`config.mk`:
```
export PLATFORM = sky130hd
export DESIGN_NAME = crc16_serial
export DESIGN_NICKNAME = d
export VERILOG_FILES = /design/src/core/video_test_pkg.sv /design/src/core/crc16_serial.sv
export SDC_FILE = /design/constraint.sdc
export NUM_CORES = 1
export LEC_CHECK = 0
export ABC_AREA = 1
export BUFFER_PORTS_ARGS = -buffer_cell sky130_fd_sc_hd__buf_2
export CAP_MARGIN = 20
export CORE_MARGIN = 2
export CORE_UTILIZATION = 45
export DETAILED_ROUTE_END_ITERATION = 10
export PLACE_DENSITY = 0.73
export SLEW_MARGIN = 10
export SYNTH_ARGS = -nofsm -noshare
export SYNTH_HDL_FRONTEND = slang
export SYNTH_SLANG_ARGS = --single-unit
```
`constraint.sdc`:
```
create_clock -name i_ref_clk -period 3.24 [get_ports i_ref_clk]
set_clock_uncertainty 0.05 [all_clocks]
set_input_delay 0.81 -clock i_ref_clk [delete_from_list [all_inputs] [get_ports i_ref_clk]]
set_output_delay 0.81 -clock i_ref_clk [all_outputs]
set_load 0.02 [all_outputs]
```
`src/core/video_test_pkg.sv`:
```
// constants shared by the video crc and sense test logic
package video_test_pkg;

  // ---------------------------------------------------------------
  // register indexes
  // ---------------------------------------------------------------
  localparam logic [7:0] IDX_SILICON_REVISION = 8'h01;
  localparam logic [7:0] IDX_SENSE_TEST = 8'h3a;
  localparam logic [7:0] IDX_CRC_LOW = 8'h3c;
  localparam logic [7:0] IDX_CRC_HIGH = 8'h3d;
  localparam logic [7:0] IDX_CRC_LINE_SELECT = 8'h3e;
  localparam logic [7:0] IDX_DEVICE_IDENT = 8'h3f;

  // ---------------------------------------------------------------
  // field layout and values
  // ---------------------------------------------------------------
  localparam int SENSE_DISABLE_BIT = 7;
  localparam logic [4:0] CRC_LINE_MAX = 5'h17;
  localparam int DAC_LINES = 24;
  localparam logic [15:0] CRC_POLY = 16'h1021;
  localparam logic [15:0] CRC_SEED = 16'hffff;
  localparam logic [4:0] LINE_SELECT_RESET = 5'h00;
  localparam logic [3:0] REV_MAJOR = 4'h0;
  localparam logic [3:0] REV_MINOR = 4'h0;
  // arbitrary identification value
  localparam logic [7:0] DEVICE_IDENT_CODE = 8'h5a;
  localparam logic [7:0] READ_ZERO = 8'h00;

endpackage

```
`src/core/crc16_serial.sv`:
```
// serial 16-bit crc shift register
`timescale 1ns/1ps
module crc16_serial (
  input wire logic i_ref_clk, // dot clock
  input wire logic i_rst, // synchronous reset
  input wire logic i_ce, // clock enable
  input wire logic i_init, // reload seed
  input wire logic i_shift, // take one bit
  input wire logic i_bit, // data bit
  output logic [15:0] o_crc // running remainder
);
  import video_test_pkg::*;
  logic [15:0] crc_r;
  logic [15:0] crc_nxt;

  // init beats shift so a new frame starts clean
  always_comb begin
    crc_nxt = crc_r;
    if (i_init) begin
      crc_nxt = CRC_SEED;
    end else if (i_shift) begin
      crc_nxt = {crc_r[14:0], 1'b0} ^
        ((crc_r[15] ^ i_bit) ? CRC_POLY : 16'h0000);
    end
  end

  always_ff @(posedge i_ref_clk) begin
    if (i_rst) begin
      crc_r <= CRC_SEED;
    end else if (i_ce) begin
      crc_r <= crc_nxt;
    end
  end

  assign o_crc = crc_r;
endmodule

```
==> summary.txt <==
Detailed routing
  – DRT iter0 DRCs: 12
  – Per-cell routed wire length: 11.36 um
  – Final ANT Viol Nets: 0
  – Routed vias/inst: 5.060
  – Final WL: 1329 um
  – Vias: 592
  – First-pass DRT Iterations: 4
  – Residual DRC count: 0

Floorplanning
  – Chip height: 41.73 um
  – Die footprint: 1741 um^2
  – Core ar.: 1318 um^2
  – Die width: 41.73 um
  – Ports: 22
  – FP Rows: 13
  – Initial core utilization: 48.62%

Yosys
  – Mapped Area: 640.6 um^2
  – Mapped Cells: 80
  – Synth unique cells: 13
  – Mapped Nets: 86
  – FF+latch count, synth: 16
  – Synth warn: 0
  – Mean Syn Cell Area: 8.008 um^2
  – Sequential area share after synthesis: 50.00%

Final layout
  – Max reg flops: 16
  – Final net count: 109
  – P&R area growth vs syn: 20.90%
  – ANT cells: 0
  – Finished Cell Area: 774.5 um^2
  – Layout cells sized above 1: 27.45%
  – # fillers: 123

Setup path
  – Worst Path Arrival: 0.87 ns
  – Worst EP required: 2.38 ns
  – Worst r2r path cells: 5
  – Number of cells on the critical path: 1
  – Max FO, Critical Path: 5
  – Critical path type: flip-flop to primary output
  – CP delay by family, top: flip-flops
  – Slowest CP cell: dfxtp_1
  – Setup crit end kind: primary output
  – Startpoint types: flip-flop
  – Buf/Inv on CP: 1
  – Crit path cell chain: buf_2
  – Critical Path Max Stage Delay: 0.40 ns

Clock tree
  – Worst-Skew Late Latency: 0.28 ns
  – Max clock buf depth: 2
  – CTS tree: done
  – Postcts setup bufs: 0
  – Num CTS Buffers: 3
  – Hold_buf cts: 0
  – CTS Root Cell: clkbuf_4
  – Post-CTS Resized: 0
  – Clock sinks: 16
  – CTS H-tree lvls: 1
  – Clock transition at path regs: 0.09 ns

Power
  – Leak Pwr: 0.3418 nW
  – Cell Pwr Density: 505.1 nW/um^2
  – VDD IR max: 320.6 uV

Placed design
  – Number of I/O port buffers: 21
  – Hpwl dp: 984.4 um
  – RD Place Congestion: 0.7988
  – Post-placement setup slack: 1.393 ns
  – Placed inst area: 738.2 um^2

Global routing
  – Number of antenna violations at the first check in global routing: 0
  – Number of global-route vias before repair: 494
  – GR Overflow Total: 0
  – All-Layer GR Usage: 16.09%
  – Largest net degree at the start of global routing: 17
  – Global-route wire length before repair: 2180 um

Timing
  – Final setup fails: 0
  – Worst slew pin tran: 0.2832 ns
  – Unrepaired setup endpoints after global routing: no
  – Fin crit share: 53.45%
  – FMAX: 577.4 MHz
  – Max_slew headroom: 81.05%
  – Final hold viol count: 0
  – Worst Setup Slack, final: 1.508 ns
  – Setup TNS: 0 ns
  – Final Slew Violations: 0
  – Minimum clock period: 1.732 ns

Min path
  – Hold Path Stages: 2
  – Path type of the worst min-delay path: flip-flop to flip-flop

Run status
  – Status: finished, final reports clean

Run
  – Max Cap Viol: 0
path summary, 6_finish.rpt:
path / startpoint / to / slack (ns)
worst max-delay path: o_crc[15] / o_crc[15] / 1.51
worst min-delay path: o_crc[1] / o_crc[1] / 0.43
worst max register to register: o_crc[15] / o_crc[12] / 2.30
worst min register to register: o_crc[1] / o_crc[1] / 0.43
cell type report:
| type | count | area (um^2) | share of cell area, % |
|---|---|---|---|
| Clock buffer | 4 | 36.28 | 4.685 |
| Inverter | 7 | 26.28 | 3.393 |
| Multi-Input combinational cell | 54 | 267.8 | 34.57 |
| Sequential cell | 16 | 320.3 | 41.36 |
| Tap cell | 15 | 18.77 | 2.423 |
| Timing Repair Buffer | 21 | 105.1 | 13.57 |
cells by family after synthesis:
logic type,share of synthesized area (%)
AOI/OAI and AO/OA,23.44
buffers and inverters,8.202
DFF,50.00
and+or+nand+nor,18.36
cell usage after synthesis:
library cell	instances	area share (%)
o22ai_2	1	2.0
nand3_1	7	5.5
buf_1	1	0.59
nor2_1	1	0.59
buf_6	2	3.5
dfxtp_1	16	50
a21oi_1	10	7.8
inv_2	1	0.59
o21ai_4	1	2.5
o21ai_0	8	6.3
nand2_1	21	12
inv_1	6	3.5
o22ai_1	5	4.9
worst min-delay path, delay by kind of cell (launching register included):
family          cells  cell delay [ns]
compound gates      1             0.07
simple gates        1             0.05
flops               1             0.34
metal layers:
metal | GRT usage [%] | up-vias | share of wire, % | wire (um)
met5 | 0 | - | 0 | 0
met4 | 7.742 | 0 | 1.5 | 20
met3 | 3.913 | 4 | 5.2 | 69
met2 | 22.19 | 17 | 44 | 589
met1 | 23.18 | 257 | 49 | 650
li1 | - | 314 | - | -
power by group:
part / switching (mW) / internal, mW / total, mW
sequential: 0.00610 / 0.205 / 0.211
clock: 0.0600 / 0.0684 / 0.128
combinational: 0.0346 / 0.0170 / 0.0516
cells in the final DEF (no fill, tap or decap), drive strengths merged:
master,instances
clkbuf,4
o21ai,9
o22ai,6
inv,7
nand3,7
dfxtp,16
nor2,1
a21oi,10
nand2,21
buf,21
through the flow:
| stage | hold slack [ns] | utilization (%) | instances | power, mW |
|---|---|---|---|---|
| after floorplan | 0.5336 | - | 80 | 0.2526 |
| after global placement | 0.4103 | 56.03 | 113 | 0.2667 |
| after detailed placement | 0.4141 | 56.03 | 113 | 0.2672 |
| after CTS | 0.4347 | 58.78 | 117 | 0.3936 |
| after global routing | 0.4553 | 58.78 | 117 | 0.4086 |
| final | 0.4301 | 58.78 | 117 | 0.3912 |
Note: power is estimated with default switching activity, not from simulation.
